$ cat config.mk
export PLATFORM = sky130hd
export DESIGN_NAME = ssl_engine
export DESIGN_NICKNAME = d
export VERILOG_FILES = /design/src/design/ssl_pkg.sv /design/src/design/ssl_engine.sv /design/src/design/ssl_buf_ram.sv
export SDC_FILE = /design/constraint.sdc
export NUM_CORES = 2
export LEC_CHECK = 0
export ABC_AREA = 1
export BUFFER_PORTS_ARGS = -buffer_cell sky130_fd_sc_hd__buf_4
export CAP_MARGIN = 20
export CORE_ASPECT_RATIO = 2
export CORE_UTILIZATION = 45
export DETAILED_ROUTE_END_ITERATION = 8
export SYNTH_ARGS = -nofsm -noshare
export SYNTH_HDL_FRONTEND = slang
export SYNTH_HIERARCHICAL = 1
export SYNTH_SLANG_ARGS = --single-unit
$ cat constraint.sdc
create_clock -name pclk -period 12.7 [get_ports pclk]
set_input_delay 1.27 -clock pclk [delete_from_list [all_inputs] [get_ports pclk]]
set_output_delay 1.27 -clock pclk [all_outputs]
set_load 0.1 [all_outputs]
$ cat src/design/ssl_pkg.sv
// Shared constants, types and helpers of the line request engine
package ssl_pkg;

  // ==========================================================
  // Timing
  localparam int unsigned CLK_HZ = 40_000_000;
  localparam int unsigned RX_IDLE_SEC = 25;
  localparam int unsigned RX_IDLE_CYC = RX_IDLE_SEC * CLK_HZ;
  localparam int unsigned DS_WAIT_MS = 100;
  localparam int unsigned DS_WAIT_CYC = DS_WAIT_MS * (CLK_HZ / 1000);
  localparam int unsigned SPACE_MS = 500;
  localparam int unsigned SPACE_CYC = SPACE_MS * (CLK_HZ / 1000);
  localparam int unsigned TMR_W = 30;

  // ==========================================================
  // Request codes
  localparam logic [7:0] REQ_WRAP_DS = 8'h00;
  localparam logic [7:0] REQ_SENSE = 8'h01;
  localparam logic [7:0] REQ_PREWRAP = 8'h05;
  localparam logic [7:0] REQ_WRAP_AD = 8'h09;
  localparam logic [7:0] REQ_CLOSE = 8'h30;
  localparam logic [7:0] REQ_OPEN = 8'h40;
  localparam logic [7:0] REQ_WBLK = 8'h42;
  localparam logic [7:0] REQ_READ = 8'h43;
  localparam logic [7:0] REQ_WMUL = 8'h46;
  localparam logic [7:0] REQ_WLAST = 8'h4a;
  localparam logic [7:0] REQ_HALT_OPEN = 8'hc0;
  localparam logic [7:0] REQ_HALT_READ = 8'hc3;

  // ==========================================================
  // Completion byte bits and adapter status codes
  localparam int unsigned CMP_DONE_BIT = 4;
  localparam int unsigned CMP_ERR_BIT = 5;
  localparam int unsigned CMP_EXC_BIT = 6;
  localparam logic [7:0] ASC_NONE = 8'h00;
  localparam logic [7:0] ASC_PARITY = 8'h80;
  localparam logic [7:0] ASC_DSF = 8'h40;
  localparam logic [7:0] ASC_SPACE = 8'h20;
  localparam logic [7:0] ASC_OVF = 8'h10;
  localparam logic [7:0] ASC_DISC = 8'h08;
  localparam logic [7:0] ASC_MCHK = 8'h04;
  localparam logic [7:0] ASC_TIMEOUT = 8'h02;

  // ==========================================================
  // Characters
  localparam logic [7:0] CHR_HYPHEN = 8'h2d;
  localparam logic [7:0] CHR_DISC = 8'h04;
  localparam logic [7:0] CHR_TURN = 8'h0d;

  // ==========================================================
  // Register map and reset values
  localparam logic [7:0] OFF_REQ = 8'h00;
  localparam logic [7:0] OFF_STAT = 8'h04;
  localparam logic [7:0] OFF_COUNT = 8'h08;
  localparam logic [7:0] OFF_BUF = 8'h0c;
  localparam logic [7:0] OFF_BUFIDX = 8'h10;
  localparam logic [7:0] OFF_INT_ST = 8'h14;
  localparam logic [7:0] OFF_INT_MASK = 8'h18;
  localparam int unsigned STAT_ASC_LSB = 8;
  localparam int unsigned STAT_BUSY_BIT = 16;
  localparam int unsigned STAT_OPEN_BIT = 17;
  localparam int unsigned STAT_MCHK_BIT = 18;
  localparam logic [15:0] RST_COUNT = 16'h0000;
  localparam logic [1:0] RST_INT_MASK = 2'h0;
  localparam int unsigned BUF_AW = 8;

  // ==========================================================
  // Types
  typedef enum logic [7:0] {
    ST_IDLE = 8'h01, ST_OPEN = 8'h02, ST_READ = 8'h04, ST_FLUSH = 8'h08,
    ST_WFETCH = 8'h10, ST_WSEND = 8'h20, ST_CODE = 8'h40, ST_DONE = 8'h80
  } ssl_state_type;

  typedef struct packed {
    logic rx_valid;
    logic [7:0] rx_data;
    logic line_space;
    logic dsr;
    logic mcheck;
    logic tx_ready;
  } ssl_line_in_type;

  typedef struct packed {
    logic tx_valid;
    logic [7:0] tx_data;
    logic dtr;
  } ssl_line_out_type;

  // ==========================================================
  // Helpers
  function automatic logic ssl_parity_ok(input logic [7:0] b);
    return ~^b;
  endfunction : ssl_parity_ok

  function automatic logic ssl_addr_ok(input logic [7:0] a);
    return a == OFF_REQ || a == OFF_STAT || a == OFF_COUNT || a == OFF_BUF ||
      a == OFF_BUFIDX || a == OFF_INT_ST || a == OFF_INT_MASK;
  endfunction : ssl_addr_ok

endpackage : ssl_pkg

$ cat src/design/ssl_engine.sv
// Line request engine with APB registers, buffer and interrupt
//
// Added by the designer: the APB interface to the registers and the placing of the registers.
`timescale 1ns/100ps
module ssl_engine import ssl_pkg::*; #(
  parameter int unsigned RX_IDLE_CYCLES = RX_IDLE_CYC,
  parameter int unsigned DS_WAIT_CYCLES = DS_WAIT_CYC,
  parameter int unsigned SPACE_CYCLES = SPACE_CYC
) (
  // Clock and reset
  input wire logic pclk,
  input wire logic presetn,
  input wire logic ce,
  // APB slave
  input wire logic psel,
  input wire logic penable,
  input wire logic pwrite,
  input wire logic [7:0] paddr,
  input wire logic [31:0] pwdata,
  output logic [31:0] prdata,
  output logic pready,
  output logic pslverr,
  // Line side
  input wire ssl_line_in_type line_in,
  output ssl_line_out_type line_out,
  // Interrupt
  output logic irq
);
  ssl_state_type state_r, state_nxt;
  logic [7:0] code_r, code_nxt, asc_r, asc_nxt, cmp_r, cmp_nxt, res_r, res_nxt;
  logic [15:0] cnt_r, cnt_nxt;
  logic [7:0] ptr_r, ptr_nxt, bufidx_r, bufidx_nxt;
  logic exc_r, exc_nxt, par_r, par_nxt, open_r, open_nxt;
  logic closed_r, closed_nxt, mchk_r, mchk_nxt;
  logic [TMR_W-1:0] tmr_r, tmr_nxt, sp_r, sp_nxt;
  ssl_line_out_type tx_r, tx_nxt;
  logic [1:0] int_st_r, int_st_nxt, int_mask_r, int_mask_nxt, evt;
  logic rd_pend_r, rd_pend_nxt, rd_buf_r, rd_buf_nxt;
  logic [31:0] prdata_r, prdata_nxt;
  logic apb_acc, buf_sel, busy, buf_go, reg_wr, req_wr, spacing;
  logic line_busy, busy_any, halt_open, halt_read, is_turn, is_disc, rx_ok;
  logic [7:0] fault;
  logic m_en, m_we;
  logic [7:0] m_addr, m_wd, m_q;

  // ==========================================================
  // APB decode
  assign apb_acc = psel && penable;
  assign buf_sel = paddr == OFF_BUF;
  assign busy = state_r != ST_IDLE;
  assign pready = pwrite ? !(buf_sel && busy) : rd_pend_r;
  assign pslverr = pready && !ssl_addr_ok(paddr);
  assign reg_wr = apb_acc && pwrite && pready && ssl_addr_ok(paddr);
  assign req_wr = reg_wr && paddr == OFF_REQ;
  assign buf_go = apb_acc && buf_sel && !busy && (pwrite || !rd_pend_r);
  assign prdata = rd_buf_r ? {24'h000000, m_q} : prdata_r;
  assign rd_pend_nxt = apb_acc && !pwrite && !rd_pend_r && !(buf_sel && busy);
  assign rd_buf_nxt = rd_pend_nxt && buf_sel;
  assign irq = |(int_st_r & int_mask_r);
  assign line_out = tx_r;

  always_comb begin
    prdata_nxt = 32'h00000000;
    case (paddr)
      OFF_REQ: prdata_nxt[7:0] = code_r;
      OFF_STAT: begin
        prdata_nxt[7:0] = cmp_r;
        prdata_nxt[STAT_ASC_LSB +: 8] = asc_r;
        prdata_nxt[STAT_BUSY_BIT] = busy;
        prdata_nxt[STAT_OPEN_BIT] = open_r;
        prdata_nxt[STAT_MCHK_BIT] = mchk_r;
      end
      OFF_COUNT: prdata_nxt[15:0] = cnt_r;
      OFF_BUFIDX: prdata_nxt[7:0] = bufidx_r;
      OFF_INT_ST: prdata_nxt[1:0] = int_st_r;
      OFF_INT_MASK: prdata_nxt[1:0] = int_mask_r;
      default: prdata_nxt = 32'h00000000;
    endcase
  end

  // ==========================================================
  // Line condition decode
  assign halt_open = req_wr && pwdata[7:0] == REQ_HALT_OPEN;
  assign halt_read = req_wr && pwdata[7:0] == REQ_HALT_READ;
  assign is_turn = line_in.rx_data == CHR_TURN;
  assign is_disc = line_in.rx_data == CHR_DISC;
  assign rx_ok = ssl_parity_ok(line_in.rx_data);
  assign spacing = sp_r == TMR_W'(SPACE_CYCLES);
  assign line_busy = state_r inside {ST_READ, ST_FLUSH, ST_WFETCH, ST_WSEND};
  assign busy_any = line_busy || state_r == ST_OPEN;

  always_comb begin
    fault = ASC_NONE;
    if (line_in.mcheck || mchk_r) begin
      fault = ASC_MCHK;
    end else if (line_busy && !line_in.dsr) begin
      fault = ASC_DSF;
    end else if (line_busy && spacing) begin
      fault = ASC_SPACE;
    end else if (line_busy && line_in.rx_valid && is_disc) begin
      fault = ASC_DISC;
    end
  end

  // ==========================================================
  // Request engine
  always_comb begin
    state_nxt = state_r;
    code_nxt = code_r;
    cnt_nxt = cnt_r;
    ptr_nxt = ptr_r;
    asc_nxt = asc_r;
    cmp_nxt = cmp_r;
    res_nxt = res_r;
    exc_nxt = exc_r;
    par_nxt = par_r;
    open_nxt = open_r;
    closed_nxt = closed_r;
    mchk_nxt = mchk_r || line_in.mcheck;
    tmr_nxt = (tmr_r != '0) ? tmr_r - TMR_W'(1) : tmr_r;
    sp_nxt = !line_in.line_space ? '0 : (spacing ? sp_r : sp_r + TMR_W'(1));
    tx_nxt = tx_r;
    evt = 2'h0;
    m_en = buf_go;
    m_we = buf_go && pwrite;
    m_addr = bufidx_r;
    m_wd = pwdata[7:0];
    bufidx_nxt = buf_go ? bufidx_r + 8'h01 : bufidx_r;
    if (reg_wr && paddr == OFF_BUFIDX) begin
      bufidx_nxt = pwdata[7:0];
    end
    if (reg_wr && paddr == OFF_COUNT && !busy) begin
      cnt_nxt = pwdata[15:0];
    end
    case (state_r)
      ST_IDLE: begin
        if (req_wr) begin
          code_nxt = pwdata[7:0];
          asc_nxt = ASC_NONE;
          cmp_nxt = 8'h00;
          res_nxt = ASC_NONE;
          exc_nxt = 1'b0;
          par_nxt = 1'b0;
          ptr_nxt = 8'h00;
          state_nxt = ST_CODE;
          if (mchk_r && !(pwdata[7:0] == REQ_OPEN && closed_r)) begin
            res_nxt = ASC_MCHK;
          end
          if (pwdata[7:0] == REQ_CLOSE) begin
            tx_nxt.dtr = 1'b0;
            open_nxt = 1'b0;
            closed_nxt = 1'b1;
          end else if (res_nxt == ASC_NONE) begin
            case (pwdata[7:0])
              REQ_OPEN: begin
                mchk_nxt = line_in.mcheck;
                closed_nxt = 1'b0;
                tx_nxt.dtr = 1'b1;
                tmr_nxt = TMR_W'(DS_WAIT_CYCLES);
                state_nxt = ST_OPEN;
              end
              REQ_READ: begin
                if (!open_r) begin
                  res_nxt = ASC_DSF;
                end else begin
                  tmr_nxt = TMR_W'(RX_IDLE_CYCLES);
                  state_nxt = ST_READ;
                end
              end
              REQ_WBLK, REQ_WMUL, REQ_WLAST: begin
                if (!open_r) begin
                  res_nxt = ASC_DSF;
                end else if (cnt_r != 16'h0000) begin
                  state_nxt = ST_WFETCH;
                end
              end
              REQ_WRAP_DS, REQ_SENSE, REQ_PREWRAP, REQ_WRAP_AD: begin
                exc_nxt = 1'b0;
              end
              default: exc_nxt = 1'b1;
            endcase
          end
        end
      end
      ST_OPEN: begin
        if (line_in.dsr) begin
          open_nxt = 1'b1;
          state_nxt = ST_CODE;
        end else if (halt_open) begin
          exc_nxt = 1'b1;
          tx_nxt.dtr = 1'b0;
          state_nxt = ST_CODE;
        end else if (tmr_r == '0) begin
          res_nxt = ASC_DSF;
          tx_nxt.dtr = 1'b0;
          state_nxt = ST_CODE;
        end
      end
      ST_READ: begin
        if (halt_read) begin
          exc_nxt = 1'b1;
          state_nxt = ST_CODE;
        end else if (line_in.rx_valid) begin
          tmr_nxt = TMR_W'(RX_IDLE_CYCLES);
          if (is_turn) begin
            res_nxt = par_r ? ASC_PARITY : ASC_NONE;
            state_nxt = ST_CODE;
          end else if (cnt_r == 16'h0000) begin
            state_nxt = ST_FLUSH;
          end else begin
            m_en = 1'b1;
            m_we = 1'b1;
            m_addr = ptr_r;
            m_wd = rx_ok ? line_in.rx_data : CHR_HYPHEN;
            par_nxt = par_r || !rx_ok;
            ptr_nxt = ptr_r + 8'h01;
            cnt_nxt = cnt_r - 16'h0001;
          end
        end else if (tmr_r == '0) begin
          res_nxt = ASC_TIMEOUT;
          state_nxt = ST_CODE;
        end
      end
      ST_FLUSH: begin
        if (halt_read) begin
          exc_nxt = 1'b1;
          state_nxt = ST_CODE;
        end else if (line_in.rx_valid) begin
          tmr_nxt = TMR_W'(RX_IDLE_CYCLES);
          if (is_turn) begin
            res_nxt = ASC_OVF;
            state_nxt = ST_CODE;
          end
        end else if (tmr_r == '0) begin
          res_nxt = ASC_TIMEOUT;
          state_nxt = ST_CODE;
        end
      end
      ST_WFETCH: begin
        m_en = 1'b1;
        m_we = 1'b0;
        m_addr = ptr_r;
        state_nxt = ST_WSEND;
      end
      ST_WSEND: begin
        if (!tx_r.tx_valid) begin
          tx_nxt.tx_data = m_q;
          tx_nxt.tx_valid = 1'b1;
        end else if (line_in.tx_ready) begin
          tx_nxt.tx_valid = 1'b0;
          ptr_nxt = ptr_r + 8'h01;
          cnt_nxt = cnt_r - 16'h0001;
          state_nxt = (cnt_r == 16'h0001) ? ST_CODE : ST_WFETCH;
        end
      end
      ST_CODE: begin
        asc_nxt = res_r;
        state_nxt = ST_DONE;
      end
      ST_DONE: begin
        cmp_nxt = 8'h00;
        cmp_nxt[CMP_DONE_BIT] = 1'b1;
        cmp_nxt[CMP_ERR_BIT] = asc_r != ASC_NONE;
        cmp_nxt[CMP_EXC_BIT] = exc_r;
        evt = {asc_r != ASC_NONE, 1'b1};
        state_nxt = ST_IDLE;
      end
      default: state_nxt = ST_IDLE;
    endcase
    if (busy_any && fault != ASC_NONE) begin
      res_nxt = fault;
      state_nxt = ST_CODE;
      tx_nxt.tx_valid = 1'b0;
    end
    int_st_nxt = int_st_r & ~((reg_wr && paddr == OFF_INT_ST) ? pwdata[1:0] : 2'h0);
    int_st_nxt = int_st_nxt | evt;
    int_mask_nxt = (reg_wr && paddr == OFF_INT_MASK) ? pwdata[1:0] : int_mask_r;
  end

  always_ff @(posedge pclk or negedge presetn) begin
    if (!presetn) begin
      state_r <= ST_IDLE;
      code_r <= 8'h00;
      cnt_r <= RST_COUNT;
      ptr_r <= 8'h00;
      asc_r <= 8'h00;
      cmp_r <= 8'h00;
      res_r <= 8'h00;
      exc_r <= 1'b0;
      par_r <= 1'b0;
      open_r <= 1'b0;
      closed_r <= 1'b0;
      mchk_r <= 1'b0;
      tmr_r <= '0;
      sp_r <= '0;
      tx_r <= '0;
      bufidx_r <= 8'h00;
      int_st_r <= 2'h0;
      int_mask_r <= RST_INT_MASK;
      rd_pend_r <= 1'b0;
      rd_buf_r <= 1'b0;
      prdata_r <= 32'h00000000;
    end else if (ce) begin
      state_r <= state_nxt;
      code_r <= code_nxt;
      cnt_r <= cnt_nxt;
      ptr_r <= ptr_nxt;
      asc_r <= asc_nxt;
      cmp_r <= cmp_nxt;
      res_r <= res_nxt;
      exc_r <= exc_nxt;
      par_r <= par_nxt;
      open_r <= open_nxt;
      closed_r <= closed_nxt;
      mchk_r <= mchk_nxt;
      tmr_r <= tmr_nxt;
      sp_r <= sp_nxt;
      tx_r <= tx_nxt;
      bufidx_r <= bufidx_nxt;
      int_st_r <= int_st_nxt;
      int_mask_r <= int_mask_nxt;
      rd_pend_r <= rd_pend_nxt;
      rd_buf_r <= rd_buf_nxt;
      prdata_r <= prdata_nxt;
    end
  end

  ssl_buf_ram u_buf (
    .pclk(pclk),
    .ce(ce),
    .en(m_en),
    .we(m_we),
    .addr(m_addr),
    .wdata(m_wd),
    .rdata(m_q)
  );
endmodule : ssl_engine

$ cat src/design/ssl_buf_ram.sv
// Byte buffer for received and transmitted characters
`timescale 1ns/100ps
module ssl_buf_ram import ssl_pkg::*; (
  // Clock
  input wire logic pclk,
  input wire logic ce,
  // Port
  input wire logic en,
  input wire logic we,
  input wire logic [BUF_AW-1:0] addr,
  input wire logic [7:0] wdata,
  output logic [7:0] rdata
);
  logic [7:0] mem [0:(1<<BUF_AW)-1];

  // ==========================================================
  // Storage with registered read
  always_ff @(posedge pclk) begin
    if (ce && en) begin
      if (we) begin
        mem[addr] <= wdata;
      end else begin
        rdata <= mem[addr];
      end
    end
  end
endmodule : ssl_buf_ram

==> impl_metrics.env <==
export IMPL_ioPinCount=104
export IMPL_place_ws_ns=4.596
export IMPL_clk_path_buf_depth=4
export IMPL_synth_area_um2=96880
export IMPL_hpwl_um=154100
export IMPL_synthDistinctLibCells=56
export IMPL_htree_levels=4
export IMPL_grt_pass1_wl_um=394700
export IMPL_wl_per_cell_um=20.89
export IMPL_synth_edf_count=2056
export IMPL_p_int_mw=11.57
export IMPL_antenna_found_initial=4
export IMPL_die_y_um=658.2
export IMPL_layout_common_cells="nand2_1, edfxtp_1, nor2_1"
export IMPL_globalRouteOverflowTotal=0
export IMPL_hold_viol=0
export IMPL_worstSkewPairLatency_ns=0.86
export IMPL_ctsResizeCount=0
export IMPL_drtIter0Drc=4945
export IMPL_vias=65980
export IMPL_maxClockFrequency_mhz=134.8
export IMPL_final_common_cell="nand2_1"
export IMPL_cap_violations=0
export IMPL_switching_share=0.2267
export IMPL_power_frac_seq=0.542
export IMPL_syn_to_final_growth_pct=9.323
export IMPL_p_comb_frac=0.063
export IMPL_synth_ff_type="edfxtp_1"
export IMPL_reg2reg_slack_ns=5.28
export IMPL_antenna_left=0
export IMPL_setup_slack_ns=5.284
export IMPL_p_switching_mw=3.394
export IMPL_drtPass1Iterations=8
export IMPL_setup_violations_final=0
export IMPL_cts_tree="yes"
export IMPL_finalSetupTns_ns=0
export IMPL_worstSetupStartpointType="flop"
export IMPL_place_congestion=0.9378
export IMPL_utilization=0.4954
export IMPL_postRouteWirelength_um=262500
export IMPL_peakVddDrop_mv=0.1089
export IMPL_outcome="completed"
export IMPL_r2r_end="u_buf/mem[146][5]"
export IMPL_seq_area_frac_synth=0.6804
export IMPL_cellPowerDensity_nw_per_um2=141.3
export IMPL_worst_r2r_path_depth=18
export IMPL_cts_sinks=2223
export IMPL_coreArea_um2=213800
export IMPL_critPathKind="flop to flop"
export IMPL_required_ns=13.13
export IMPL_min_period_ns=7.416
export IMPL_chipWidth_um=330.1
export IMPL_start_util=0.4531
export IMPL_syn_inst=9762
export IMPL_ys_warn_count=6
export IMPL_hold_path_class="input port to asynchronous set/reset pin"
export IMPL_min_period_over_period=0.5840
export IMPL_async_flop_share=0.07512
export IMPL_post_route_drc_count=0
export IMPL_endpoint_kind="flop"
export IMPL_p_leak_nw=42.03
export IMPL_fin_hold_ws_ns=0.4158
export IMPL_ctsHoldBuffers=0
export IMPL_grt_setup_unrepaired="false"
export IMPL_arrival_ns=7.85
export IMPL_vias_per_cell=5.251
export IMPL_path_clk_slew_ns=0.07
export IMPL_grt_pass1_vias=65460
export IMPL_drive_gt1_frac=0.05266
export IMPL_post_cts_buffers=0
export IMPL_regToRegStartpoint="cnt_r[0]"
export IMPL_numPortBuffers=74
export IMPL_worstPathMaxFanout=157
export IMPL_numCtsBuffers=193
export IMPL_max_slew_margin=0.1423
export IMPL_grt_usage=0.2401
export IMPL_ctsRootBufferMaster="clkbuf_16"
export IMPL_drv_slew=0
export IMPL_syn_area_per_cell_um2=9.924
export IMPL_final_nets=9708
export IMPL_grt_max_degree=200
export IMPL_worst_clock_skew_ns=0.05743
export IMPL_clock_power_share=0.395
export IMPL_die_area_um2=217300
export IMPL_yosys_register_bits=2223
export IMPL_rows=240
export IMPL_worst_slew_pin_slew_ns=1.282
[cells by family (layout without fill, tap and decap cells)]
logic type / Yosys count / count (layout) / synth area share
xor gates and xnor gates: 58 / 58 / 0.005243
muxes: 3 / 3 / 0.0003487
and+or+nand+nor: 6265 / 6265 / 0.2531
DFF: 2223 / 2223 / 0.6804
buffers and inverters: 753 / 759 / 0.03447
AOI/OAI and AO/OA: 446 / 446 / 0.02468
other: 1 / 16 / 0.00003871
adders and majority gates: 13 / 13 / 0.001679
[critical path, cell delays in order, from the launching register on]
cell and delay, ns:
dfrtp_1 0.58, inv_1 0.11, ha_1 0.25, nand2_1 0.13, nor2_1 0.18, nand2_1 0.19
inv_1 0.07, nor2_1 0.45, nand3_4 0.36, nand2_4 0.29, nand2_1 0.13, o21ai_4 0.07
buf_4 0.78, inv_8 0.43, nor2_4 0.24, buf_12 0.60, nand3_2 0.75, buf_4 0.49
nor2_1 0.70
[flip-flops by register name (all words and copies together) (netlist names), 10 cells and up]
name       count
sp_r          30
u_buf/mem   2048
prdata_r      19
line_out      10
tmr_r         30
cnt_r         16
[worst max path at each step]
| stage | start | end | slack (ns) | cells past startpoint |
|---|---|---|---|---|
| 2_1_floorplan | line_in[8] | u_buf/mem[0][1] | 1.62 | 11 |
| 3_3_place_gp | paddr[0] | u_buf/mem[234][5] | 4.67 | 19 |
| 3_5_place_dp | paddr[0] | u_buf/mem[146][5] | 4.60 | 19 |
| 4_1_cts | cnt_r[0] | u_buf/mem[146][1] | 5.39 | 18 |
| 5_1_grt | paddr[0] | u_buf/rdata[5] | 5.07 | 27 |
| 6_report | cnt_r[0] | u_buf/mem[146][5] | 5.28 | 18 |
[stage by stage]
stage | instance area [µm²] | total power [mW] | std cells
after floorplan | 96930 | 8.935 | 9774
after global placement | 99720 | 9.194 | 12220
after detailed placement | 99720 | 9.212 | 12220
after CTS | 105900 | 15.08 | 12560
after global routing | 105900 | 15.41 | 12570
final | 105900 | 14.97 | 12570
[Yosys cell counts, types with 19 or more instances]
cell type	count	area [µm²]
nand2_1	5213	19570
edfxtp_1	2056	61740
nor2_1	541	2031
nand3_1	334	1672
buf_2	265	1326
inv_1	259	972.2
dfrtp_1	166	4154
o21ai_0	161	805.8
clkbuf_1	148	555.5
o21ai_1	144	720.7
a21oi_1	75	375.4
nand4_1	57	356.6
xor2_1	42	367.9
nor3_1	39	195.2
buf_1	34	127.6
o22ai_1	24	150.1
buf_4	19	142.6
[power by group through the flow]
stage	sequential (mW)	combinational, mW	clock (mW)
after floorplan	8.30	0.634	0
after global placement	8.27	0.925	0
after detailed placement	8.27	0.941	0
after CTS	8.11	0.945	6.02
after global routing	8.12	1.05	6.25
final	8.12	0.947	5.91
[routing by layer]
metal / GRT usage / wire [µm] / up-vias
li1: - / - / 31710
met4: 0.1232 / 14330 / 0
met1: 0.2709 / 96510 / 31700
met5: 0 / 0 / -
met3: 0.02488 / 13270 / 589
met2: 0.4427 / 138400 / 1989
[area by class of cell]
cell class | instances | area (µm²)
fillers | 19200 | 107900
flip-flops and latches | 2223 | 65920
multi-input cells | 6798 | 27930
clock buffers | 240 | 5091
well taps | 2783 | 3482
repair buffers | 148 | 1360
clock inverters | 99 | 1072
inverters | 272 | 1050
diodes | 3 | 7.507
Power figures use the tool's default switching activity.
